===== src/hdl/pcsf_map.svh =====
`ifndef PCSF_MAP_SVH
`define PCSF_MAP_SVH

// register offsets on the channel map
`define PCSF_ADDR_CFG_LOW 8'h0e
`define PCSF_ADDR_CFG_HIGH 8'h0f
`define PCSF_ADDR_SEL0 8'h12
`define PCSF_ADDR_SEL1 8'h13
`define PCSF_ADDR_SEL2 8'h14
`define PCSF_ADDR_SEL3 8'h15
`define PCSF_STATUS_BASE 8'h40

// reset value of every config register
`define PCSF_RST_VAL 8'h00

// field positions
`define PCSF_CODE_HI_MSB 7
`define PCSF_CODE_HI_LSB 4
`define PCSF_CODE_LO_MSB 3
`define PCSF_CODE_LO_LSB 0
`define PCSF_SEL_REG_MSB 7
`define PCSF_SEL_REG_LSB 3
`define PCSF_SEL_BIT_MSB 2
`define PCSF_SEL_BIT_LSB 0

// status window: 32 registers of 8 bits
`define PCSF_STATUS_BITS 256
`define PCSF_LEVEL_IDX 5'h0e
`define PCSF_LOS_MASK 256'h0001_0101_0000_0000_0000_0000
`define PCSF_IMPL_MASK {256{1'b1}}

`define PCSF_NPINS 4

`endif


===== src/hdl/pcsf_pkg.sv =====
package pcsf_pkg;

  typedef enum logic [3:0] {
    PCSF_IN = 4'h0,
    PCSF_IN_INV = 4'h1,
    PCSF_OUT_LOW = 4'h2,
    PCSF_OUT_HIGH = 4'h3,
    PCSF_ST_PLAIN = 4'h4,
    PCSF_ST_INV = 4'h5,
    PCSF_ST_LOW_ON_0 = 4'h6,
    PCSF_ST_LOW_ON_1 = 4'h7
  } pcsf_func_t;

  typedef struct packed {
    logic [4:0] reg_idx;
    logic [2:0] bit_idx;
  } pcsf_sel_t;

  typedef struct packed {
    logic out;
    logic oe;
  } pcsf_drive_t;

endpackage


===== src/hdl/pcsf_pin.sv =====
`include "pcsf_map.svh"

module pcsf_pin #(
  parameter logic [`PCSF_STATUS_BITS-1:0] FOLLOW_MASK = `PCSF_IMPL_MASK
) (
  input wire logic core_clk,
  input wire logic nrst,
  input wire logic chan_rst,
  input wire logic [3:0] code,
  input wire pcsf_pkg::pcsf_sel_t sel,
  input wire logic [`PCSF_STATUS_BITS-1:0] status_bits,
  input wire logic level,
  output pcsf_pkg::pcsf_drive_t drive,
  output logic event_pulse
);

  logic [7:0] flat_idx;
  logic followable;
  logic fbit;
  logic prev_r;
  pcsf_pkg::pcsf_drive_t drive_nxt;

  assign flat_idx = {sel.reg_idx, sel.bit_idx};
  assign followable = FOLLOW_MASK[flat_idx];
  assign fbit = followable & status_bits[flat_idx];

  // pin function decode
  always_comb
  begin
    drive_nxt = '{out: 1'b0, oe: 1'b0};
    unique case (pcsf_pkg::pcsf_func_t'(code))
      pcsf_pkg::PCSF_IN, pcsf_pkg::PCSF_IN_INV:
        drive_nxt = '{out: 1'b0, oe: 1'b0};
      pcsf_pkg::PCSF_OUT_LOW:
        drive_nxt = '{out: 1'b0, oe: 1'b1};
      pcsf_pkg::PCSF_OUT_HIGH:
        drive_nxt = '{out: 1'b1, oe: 1'b1};
      pcsf_pkg::PCSF_ST_PLAIN:
        drive_nxt = '{out: fbit, oe: 1'b1};
      pcsf_pkg::PCSF_ST_INV:
        drive_nxt = '{out: ~fbit, oe: 1'b1};
      pcsf_pkg::PCSF_ST_LOW_ON_0:
        drive_nxt = '{out: 1'b0, oe: ~fbit};
      pcsf_pkg::PCSF_ST_LOW_ON_1:
        drive_nxt = '{out: 1'b0, oe: fbit};
      default:
        drive_nxt = '{out: 1'b0, oe: 1'b0};
    endcase
    if (code[3:2] == 2'b01 && !followable)
    begin
      drive_nxt = '{out: 1'b0, oe: 1'b1};
    end
  end

  always_ff @(posedge core_clk or negedge nrst)
  begin
    if (!nrst)
    begin
      drive <= '{out: 1'b0, oe: 1'b0};
    end
    else if (chan_rst)
    begin
      drive <= '{out: 1'b0, oe: 1'b0};
    end
    else
    begin
      drive <= drive_nxt;
    end
  end

  // edge event: rising for plain input, falling for inverted
  always_ff @(posedge core_clk or negedge nrst)
  begin
    if (!nrst)
    begin
      prev_r <= 1'b0;
      event_pulse <= 1'b0;
    end
    else
    begin
      prev_r <= level;
      if (code == 4'h1)
      begin
        event_pulse <= prev_r & ~level;
      end
      else
      begin
        event_pulse <= ~prev_r & level;
      end
    end
  end

endmodule


===== src/hdl/pcsf_top.sv =====
`include "pcsf_map.svh"

module pcsf_top #(
  parameter int NPINS = `PCSF_NPINS,
  parameter logic [`PCSF_STATUS_BITS-1:0] IMPL_MASK = `PCSF_IMPL_MASK,
  parameter logic [`PCSF_STATUS_BITS-1:0] LOS_MASK = `PCSF_LOS_MASK,
  parameter logic [4:0] LEVEL_IDX = `PCSF_LEVEL_IDX
) (
  input wire logic core_clk,
  input wire logic nrst,
  input wire logic chan_rst,
  input wire logic reg_wr_en,
  input wire logic reg_rd_en,
  input wire logic [7:0] reg_addr,
  input wire logic [7:0] reg_wr_data,
  output logic [7:0] reg_rd_data,
  input wire logic [`PCSF_STATUS_BITS-1:0] status_bits,
  input wire logic [NPINS-1:0] pin_in,
  output logic [NPINS-1:0] pin_out,
  output logic [NPINS-1:0] pin_oe,
  output logic [NPINS-1:0] pin_level,
  output logic [NPINS-1:0] pin_sense,
  output logic [NPINS-1:0] pin_event
);

  ////////////////////////////////////////////////////////////////////////////
  // followable mask: implemented bits minus excluded sources

  localparam logic [`PCSF_STATUS_BITS-1:0] LEVEL_MASK =
    {{(`PCSF_STATUS_BITS-8){1'b0}}, 8'hff} << {LEVEL_IDX, 3'h0};
  localparam logic [`PCSF_STATUS_BITS-1:0] FOLLOW_MASK =
    IMPL_MASK & ~LOS_MASK & ~LEVEL_MASK;

  ////////////////////////////////////////////////////////////////////////////
  // config registers

  logic [7:0] cfg_low_r;
  logic [7:0] cfg_high_r;
  pcsf_pkg::pcsf_sel_t sel_r [NPINS];
  logic [3:0] code [NPINS];

  function automatic logic sel_hit(input logic [7:0] addr);
    return addr >= `PCSF_ADDR_SEL0 && addr <= `PCSF_ADDR_SEL3;
  endfunction

  // status-select slot from its address
  function automatic logic [1:0] sel_idx(input logic [7:0] addr);
    return 2'(addr - `PCSF_ADDR_SEL0);
  endfunction

  always_ff @(posedge core_clk or negedge nrst)
  begin
    if (!nrst)
    begin
      cfg_low_r <= `PCSF_RST_VAL;
      cfg_high_r <= `PCSF_RST_VAL;
    end
    else if (chan_rst)
    begin
      cfg_low_r <= `PCSF_RST_VAL;
      cfg_high_r <= `PCSF_RST_VAL;
    end
    else if (reg_wr_en)
    begin
      if (reg_addr == `PCSF_ADDR_CFG_LOW)
      begin
        cfg_low_r <= reg_wr_data;
      end
      if (reg_addr == `PCSF_ADDR_CFG_HIGH)
      begin
        cfg_high_r <= reg_wr_data;
      end
    end
  end

  always_ff @(posedge core_clk or negedge nrst)
  begin
    if (!nrst)
    begin
      for (int i = 0; i < NPINS; i++)
      begin
        sel_r[i] <= pcsf_pkg::pcsf_sel_t'(`PCSF_RST_VAL);
      end
    end
    else if (chan_rst)
    begin
      for (int i = 0; i < NPINS; i++)
      begin
        sel_r[i] <= pcsf_pkg::pcsf_sel_t'(`PCSF_RST_VAL);
      end
    end
    else if (reg_wr_en && sel_hit(reg_addr))
    begin
      sel_r[sel_idx(reg_addr)] <= pcsf_pkg::pcsf_sel_t'(reg_wr_data);
    end
  end

  assign code[0] = cfg_low_r[`PCSF_CODE_LO_MSB:`PCSF_CODE_LO_LSB];
  assign code[1] = cfg_low_r[`PCSF_CODE_HI_MSB:`PCSF_CODE_HI_LSB];
  assign code[2] = cfg_high_r[`PCSF_CODE_LO_MSB:`PCSF_CODE_LO_LSB];
  assign code[3] = cfg_high_r[`PCSF_CODE_HI_MSB:`PCSF_CODE_HI_LSB];

  ////////////////////////////////////////////////////////////////////////////
  // pin input synchroniser and sensed level

  logic [NPINS-1:0] sync1_r;

  always_ff @(posedge core_clk or negedge nrst)
  begin
    if (!nrst)
    begin
      sync1_r <= '0;
      pin_level <= '0;
    end
    else
    begin
      sync1_r <= pin_in;
      pin_level <= sync1_r;
    end
  end

  always_ff @(posedge core_clk or negedge nrst)
  begin
    if (!nrst)
    begin
      pin_sense <= '0;
    end
    else
    begin
      for (int i = 0; i < NPINS; i++)
      begin
        pin_sense[i] <= pin_level[i] ^ (code[i] == 4'h1);
      end
    end
  end

  ////////////////////////////////////////////////////////////////////////////
  // read port

  always_ff @(posedge core_clk or negedge nrst)
  begin
    if (!nrst)
    begin
      reg_rd_data <= 8'h00;
    end
    else if (reg_rd_en)
    begin
      if (reg_addr == `PCSF_ADDR_CFG_LOW)
      begin
        reg_rd_data <= cfg_low_r;
      end
      else if (reg_addr == `PCSF_ADDR_CFG_HIGH)
      begin
        reg_rd_data <= cfg_high_r;
      end
      else if (sel_hit(reg_addr))
      begin
        reg_rd_data <= sel_r[sel_idx(reg_addr)];
      end
      else if (reg_addr == (`PCSF_STATUS_BASE | {3'h0, LEVEL_IDX}))
      begin
        reg_rd_data <= {{(8 - NPINS){1'b0}}, pin_level};
      end
      else
      begin
        reg_rd_data <= 8'h00;
      end
    end
  end

  ////////////////////////////////////////////////////////////////////////////
  // per-pin drive and events

  for (genvar g = 0; g < NPINS; g++)
  begin : g_pin
    pcsf_pkg::pcsf_drive_t drv;

    pcsf_pin #(
      .FOLLOW_MASK(FOLLOW_MASK)
    ) u_pin (
      .core_clk(core_clk),
      .nrst(nrst),
      .chan_rst(chan_rst),
      .code(code[g]),
      .sel(sel_r[g]),
      .status_bits(status_bits),
      .level(pin_level[g]),
      .drive(drv),
      .event_pulse(pin_event[g])
    );

    assign pin_out[g] = drv.out;
    assign pin_oe[g] = drv.oe;
  end

endmodule


===== config.mk =====
export PLATFORM = sky130hd
export DESIGN_NAME = pcsf_top
export DESIGN_NICKNAME = d
export VERILOG_FILES = /design/src/hdl/pcsf_pkg.sv /design/src/hdl/pcsf_pin.sv /design/src/hdl/pcsf_top.sv
export VERILOG_INCLUDE_DIRS = /design/src /design/src/hdl
export SDC_FILE = /design/constraint.sdc
export NUM_CORES = 1
export LEC_CHECK = 0
export ABC_CLOCK_PERIOD_IN_PS = 3190
export BUFFER_PORTS_ARGS = -buffer_cell sky130_fd_sc_hd__buf_2
export CAP_MARGIN = 30
export CORE_MARGIN = 8
export CORE_UTILIZATION = 57
export DETAILED_ROUTE_END_ITERATION = 8
export GPL_ROUTABILITY_DRIVEN = 0
export PLACE_DENSITY_LB_ADDON = 0.3
export SYNTH_ARGS = -nofsm -noshare
export SYNTH_HDL_FRONTEND = slang
export SYNTH_HIERARCHICAL = 1
export SYNTH_SLANG_ARGS = --single-unit

===== constraint.sdc =====
create_clock -name core_clk -period 3.19 [get_ports core_clk]
set_input_delay 0 -clock core_clk [delete_from_list [all_inputs] [get_ports core_clk]]
set_output_delay 0 -clock core_clk [all_outputs]
set_load 0.1 [all_outputs]

# Yosys cells after proc, flatten, opt, wreduce, memory -nomap -nowiden

Memory sizes are Yosys's and may differ from the RTL's.
Cells that the tools add are included.
Widths: inputs -> output; s select.

Reduce and logical (&&, ||, !) cells: 17
Add/subtract/negate cells: 1
Bitwise gates (word level): 29
$lt $le $gt $ge: 8
Muxes and demuxes: 46
Eq/ne operators: 35

Operators with widths:

| kind               | number |
|---|---|
| $mux 8             | 12 |
| $eq 4x3->1 const B | 16 |
| $mux 32            | 2 |
| $pmux 2 s6         | 4 |
| $lt 8x9->1 const B | 4 |
| $bmux 1 s8         | 4 |
| $bwmux 32          | 1 |
| $eq 4x2->1 const B | 8 |
| $bmux 8 s2         | 1 |
| $demux 8 s2        | 1 |
| $eq 4x1->1 const B | 4 |
| $eq 8x4->1 const B | 2 |
| $mux 2             | 8 |
| $and 1x1->1        | 12 |
| $mux 1             | 12 |
| $not 1->1          | 12 |
| $eq 2x1->1 const B | 4 |
| $eq 8x7->1 const B | 1 |
| $ge 8x5->1 const B | 1 |
| $le 8x5->1 const B | 1 |
| $reduce_bool 2->1  | 4 |
| $logic_and 1x1->1  | 7 |
| $logic_not 1->1    | 4 |
| $mux 4             | 1 |
| other kinds (6)    | 10 |

Flip-flop bits (word level): 84
Logic and storage cells: 170
Output and inout bits: 28
Bits in read-only memories: 1024
Bits of input ports: 281
Memories kept: 4

Memory list:

| name             | depth | bits a word | rd ports | clocked after memory_dff | write ports | RTL line       | RTL |
|---|---|---|---|---|---|---|---|
| (name not given) | 256   | 1           | 1        | 0                        | 0           | pcsf_pin.sv:24 | `assign followable = FOLLOW_MASK[flat_idx];` |
| (name not given) | 256   | 1           | 1        | 0                        | 0           | pcsf_pin.sv:24 |  |
| (name not given) | 256   | 1           | 1        | 0                        | 0           | pcsf_pin.sv:24 |  |
| (name not given) | 256   | 1           | 1        | 0                        | 0           | pcsf_pin.sv:24 |  |

# Depth between registers and ports, before layout

Word-level depth: 9
Depth in mapped cells: 12
Gate-level depth less buffers: 8

# Cells and area by module

The synthesis kept the hierarchy.

By module, submodules not included:

| module                         | instances | sequential area each (sq um) | area an instance (sq um) | cells each |
|---|---|---|---|---|
| pcsf_pin at g_pin[2].u_pin ... | 2         | 100.1                        | 2511.2                   | 188 |
| pcsf_pin at g_pin[0].u_pin ... | 2         | 100.1                        | 2417.3                   | 196 |
| pcsf_top                       | 1         | 1701.6                       | 3250.6                   | 277 |

# Worst setup path before layout

No wires, ideal clock.

Path kind: register to register
From: reg sel_r[17] (netlist name)
To: reg g_pin[1].u_pin/drive[0] (netlist name)
Required time: 3.043 ns
Period minus slack after synthesis: 2.668 ns
Stages on the path, launching flop included: 12
Data arrival time: 2.521 ns
Path slack: 0.522 ns
Library setup time: 0.147 ns
Path buffers: 3
Cell sequence: dfrtp_1 -> buf_2 -> buf_1 -> clkbuf_1 -> mux4_2 -> a22oi_1 -> a21oi_1 -> nor4_2 -> a211oi_1 -> a41oi_2 -> xnor2_1 -> a41oi_1

Cells in the longest elaborated chain, start to end: 7

Ends and longest elaborated chain:

| element                                     | RTL line                       | RTL |
|---|---|---|
| start, declared                             | pcsf_top.sv:39                 | `pcsf_pkg::pcsf_sel_t sel_r [NPINS];` |
| start signal, assigned by index             | pcsf_top.sv:82                 | `` sel_r[i] <= pcsf_pkg::pcsf_sel_t'(`PCSF_RST_VAL); `` |
| start signal, assigned by index             | pcsf_top.sv:89                 | `` sel_r[i] <= pcsf_pkg::pcsf_sel_t'(`PCSF_RST_VAL); `` |
| start signal, assigned by index             | pcsf_top.sv:94                 | `sel_r[sel_idx(reg_addr)] <= pcsf_pkg::pcsf_sel_t'(reg_wr_data);` |
| $mem_v2 256x1 or $bmux 1 s8 (tied branches) | -                              |  |
| $mux 1, on equally long branches            | pcsf_pin.sv:24, pcsf_pin.sv:25 |  |
| $and 1x1->1                                 | pcsf_pin.sv:25                 | `assign fbit = followable & status_bits[flat_idx];` |
| $not 1->1                                   | pcsf_pin.sv:43                 | `drive_nxt = '{out: 1'b0, oe: ~fbit};` |
| $pmux 2 s6                                  | pcsf_pin.sv:31                 | `unique case (pcsf_pkg::pcsf_func_t'(code))` |
| $mux 2 (*)                                  | pcsf_pin.sv:49                 | `if (code[3:2] == 2'b01 && !followable)` |
| $mux 2 (*)                                  | pcsf_pin.sv:61                 | `else if (chan_rst)` |
| end signal, assigned                        | pcsf_pin.sv:59                 | `drive <= '{out: 1'b0, oe: 1'b0};` |
| end signal, assigned                        | pcsf_pin.sv:63                 | `drive <= '{out: 1'b0, oe: 1'b0};` |
| end signal, assigned                        | pcsf_pin.sv:67                 | `drive <= drive_nxt;` |
| end, declared                               | pcsf_pin.sv:13                 | `output pcsf_pkg::pcsf_drive_t drive,` |

Every way passes the cells marked *; elsewhere a longest branch is shown, timed or not. The select of a mux whose other input is x is not followed.
A chain may end at the register's enable or synchronous reset.

# Worst setup path in the final report

From: reg sel_r[16] (netlist name)
To: reg g_pin[1].u_pin/drive[0] (netlist name)

The elaborated chain is that of the path after synthesis.

==> metrics.yaml <==
status: "completed"
fin_tns_setup_ns: 0
dp_hpwl_um: 40300
leakage_nw: 6.17
hold_violations: 0
relSlewSlack: 0.334
synth.avg_cell_area_um2: 12.5
grt_pass1_wl_um: 79600
yosys_warnings: 6
syn_area_um2: 13100
ioPinCount: 309
min-delay-start: "reg_wr_data[5]"
grt_pass1_vias: 13500
async_flop_share: 1.00
core_um2: 22600
start_util: 0.579
cp.buffers_inverters: 1
r2r-start: "sel_r[16]"
clock.fmax_ghz: 0.316
post-route-period-util: 0.993
ys_seq_elements: 84
cts_root_buffer: "clkbuf_16"
drv_slew: 0
cp.required_ns: 3.36
drtIter0Drc: 1970
final_layout_size_suffix_gt1_frac: 0.504
netlist_instances: 1045
path_delay_family: "compound AO/OA/AOI/OAI gates"
arrival_ns: 3.34
worstSetupStartpointType: "register"
clk-insertion-delay-late_ns: 0.34
antenna_found_initial: 1
io_buffers: 308
die_w_um: 168
cts_sinks: 84
maxCapViolCount: 0
setup_viol: 0
vdd_drop_max_mv: 0.313
grt_usage: 0.366
max_stage_delay_ns: 0.62
drc: 0
rsz0062_at_grt: "no"
ys_seq_area_frac: 0.160
worstPathCellList: "clkbuf_4 > mux4_1 > a221oi_2 > nor3_1 > or4_4 > a41oi_4 > xnor2_1 > a41oi_1"
worstSetupPathType: "reg -> reg"
final_antenna_net_count: 0
wl_per_cell_um: 32.1
hold_path_class: "in -> reg"
gr-total-overflow: 0
rows: 55
cts_tree: "yes"
final_util: 0.692
finalClockSkew_ns: 0.0101
synth-edff-count: 0
synth_cell_type_count: 68
crit_slowest_cell: "mux4_1"
drt-total-wl_um: 52900
fin_nets: 1638
grt_max_degree: 57
syn_to_final_growth_pct: 19.5
crit_start: "sel_r[16]"
crit_path_end_kind: "register"
whs_ns: 0.0103
first_pass_iters: 7
syn-num-nets: 1326
vias: 13100
cts_max_level: 3
die_height_um: 168
ctsLongestPathBuffers: 2
period_needed_ns: 3.17
die-area_um2: 28100
via_per_inst: 7.97
cts-buffers-inserted: 9
path_clk_slew_ns: 0.06
power.density_nw_per_um2: 203
worst_slew_pin_slew_ns: 0.998
synth_ff_type: "dfrtp_1"
cp_max_fo: 5
## cell families (layout without fill, tap and decap cells)
kind of cell | count (synthesis) | after routing | share of synthesized area
muxes | 360 | 360 | 0.536
buffers and inverters | 129 | 446 | 0.0662
DFF | 84 | 84 | 0.160
and+or+nand+nor | 259 | 259 | 0.118
xor gates and xnor gates | 9 | 9 | 0.00601
AOI/OAI and AO/OA | 204 | 204 | 0.113
other | 0 | 2 | 0
## state kept, by name, indices dropped and copies added (netlist names)
name and count:
sel_r 32, cfg_high_r 8, cfg_low_r 8, g_pin.u_pin/drive 8, reg_rd_data 8, g_pin.u_pin/event_pulse 4, g_pin.u_pin/prev_r 4, pin_level 4
pin_sense 4, sync1_r 4
## power by group
group	internal, mW	switching (mW)	total, mW
combinational	0.432	0.518	0.950
clock	0.687	0.440	1.13
sequential	1.08	0.0126	1.09
total	2.20	0.971	3.17
## layer usage
metal  wire [um]  vias up  share of wire  global-route usage
li1            -     5130              -                   -
met1       16900     6328           0.32               0.440
met2       24500     1373           0.46               0.580
met3        7790      312           0.15               0.111
met4        3710        0          0.070               0.209
met5           0        -              0                   0
## Yosys cell counts, drive strengths merged, types with 12 or more instances
library cell	count	area [um2]
mux4	260	6020
nand2b	12	75.1
nor3	22	110
nor4b	14	135
nand3	22	115
inv	12	45.1
clkbuf	32	120
nor2b	20	125
a21oi	36	180
o21ai	26	130
nand3b	12	90.1
mux2i	96	961
nor2	68	272
a22oi	48	360
buf	83	696
nand2	33	124
dfrtp	84	2100
a22o	16	140
## worst paths after layout
path,endpoint,slack [ns],cells past startpoint
min in group asynchronous,reg_rd_data[6],0.13,2
worst max-delay path,g_pin[1].u_pin/drive[0],0.02,8
max in group asynchronous,sel_r[24],2.43,3
worst min-delay path,cfg_low_r[5],0.01,3
worst max register to register,g_pin[1].u_pin/drive[0],0.02,8
worst min register to register,pin_level[0],0.35,0
## cell type report
class / count / area (um2)
flip-flops and latches: 84 / 2120
clock inverters: 6 / 86.3
inverters: 14 / 52.6
repair buffers: 416 / 2610
fillers: 1645 / 6980
diodes: 2 / 5.00
clock buffers: 10 / 229
multi-input cells: 832 / 10200
well taps: 285 / 357
## layout by cell type (no fill, tap or decap), types with 20 or more instances in the layout
cell / Yosys / final
mux2i_1: 96 / 94
mux4_1: 44 / 44
mux4_2: 216 / 216
a22oi_1: 48 / 48
dfrtp_1: 84 / 75
nor2_1: 67 / 67
nor3_1: 22 / 20
buf_4: 12 / 81
o21ai_0: 21 / 21
buf_2: 35 / 307
nand2_1: 33 / 33
nand3_1: 21 / 21
a21oi_1: 36 / 36
## worst register-to-register path: stages, from the launching register on
cell	delay (ns)
dfrtp_4	0.52
clkbuf_4	0.25
mux4_1	0.63
a221oi_2	0.39
nor3_1	0.08
or4_4	0.55
a41oi_4	0.31
xnor2_1	0.15
a41oi_1	0.13
## what timing repair did
action	CTS	global route
setup endpoints to repair	1	8
setup buffers	3	11
hold endpoints to repair	90	0
hold buffers	7	0
resized for setup	0	14
gates cloned	0	0
## stage by stage
stage	cell area (um2)	setup WS, ns	instances	total power [mW]
6_report	15700	0.0237	1649	3.17
5_1_grt	15700	0.000513	1648	3.26
4_1_cts	15500	0.00826	1636	3.14
3_5_place_dp	15000	0.0312	1610	2.02
2_1_floorplan	13100	0.522	1045	1.57
3_3_place_gp	15000	0.0150	1609	1.99
No activity file was read; power rests on OpenSTA's default activity.
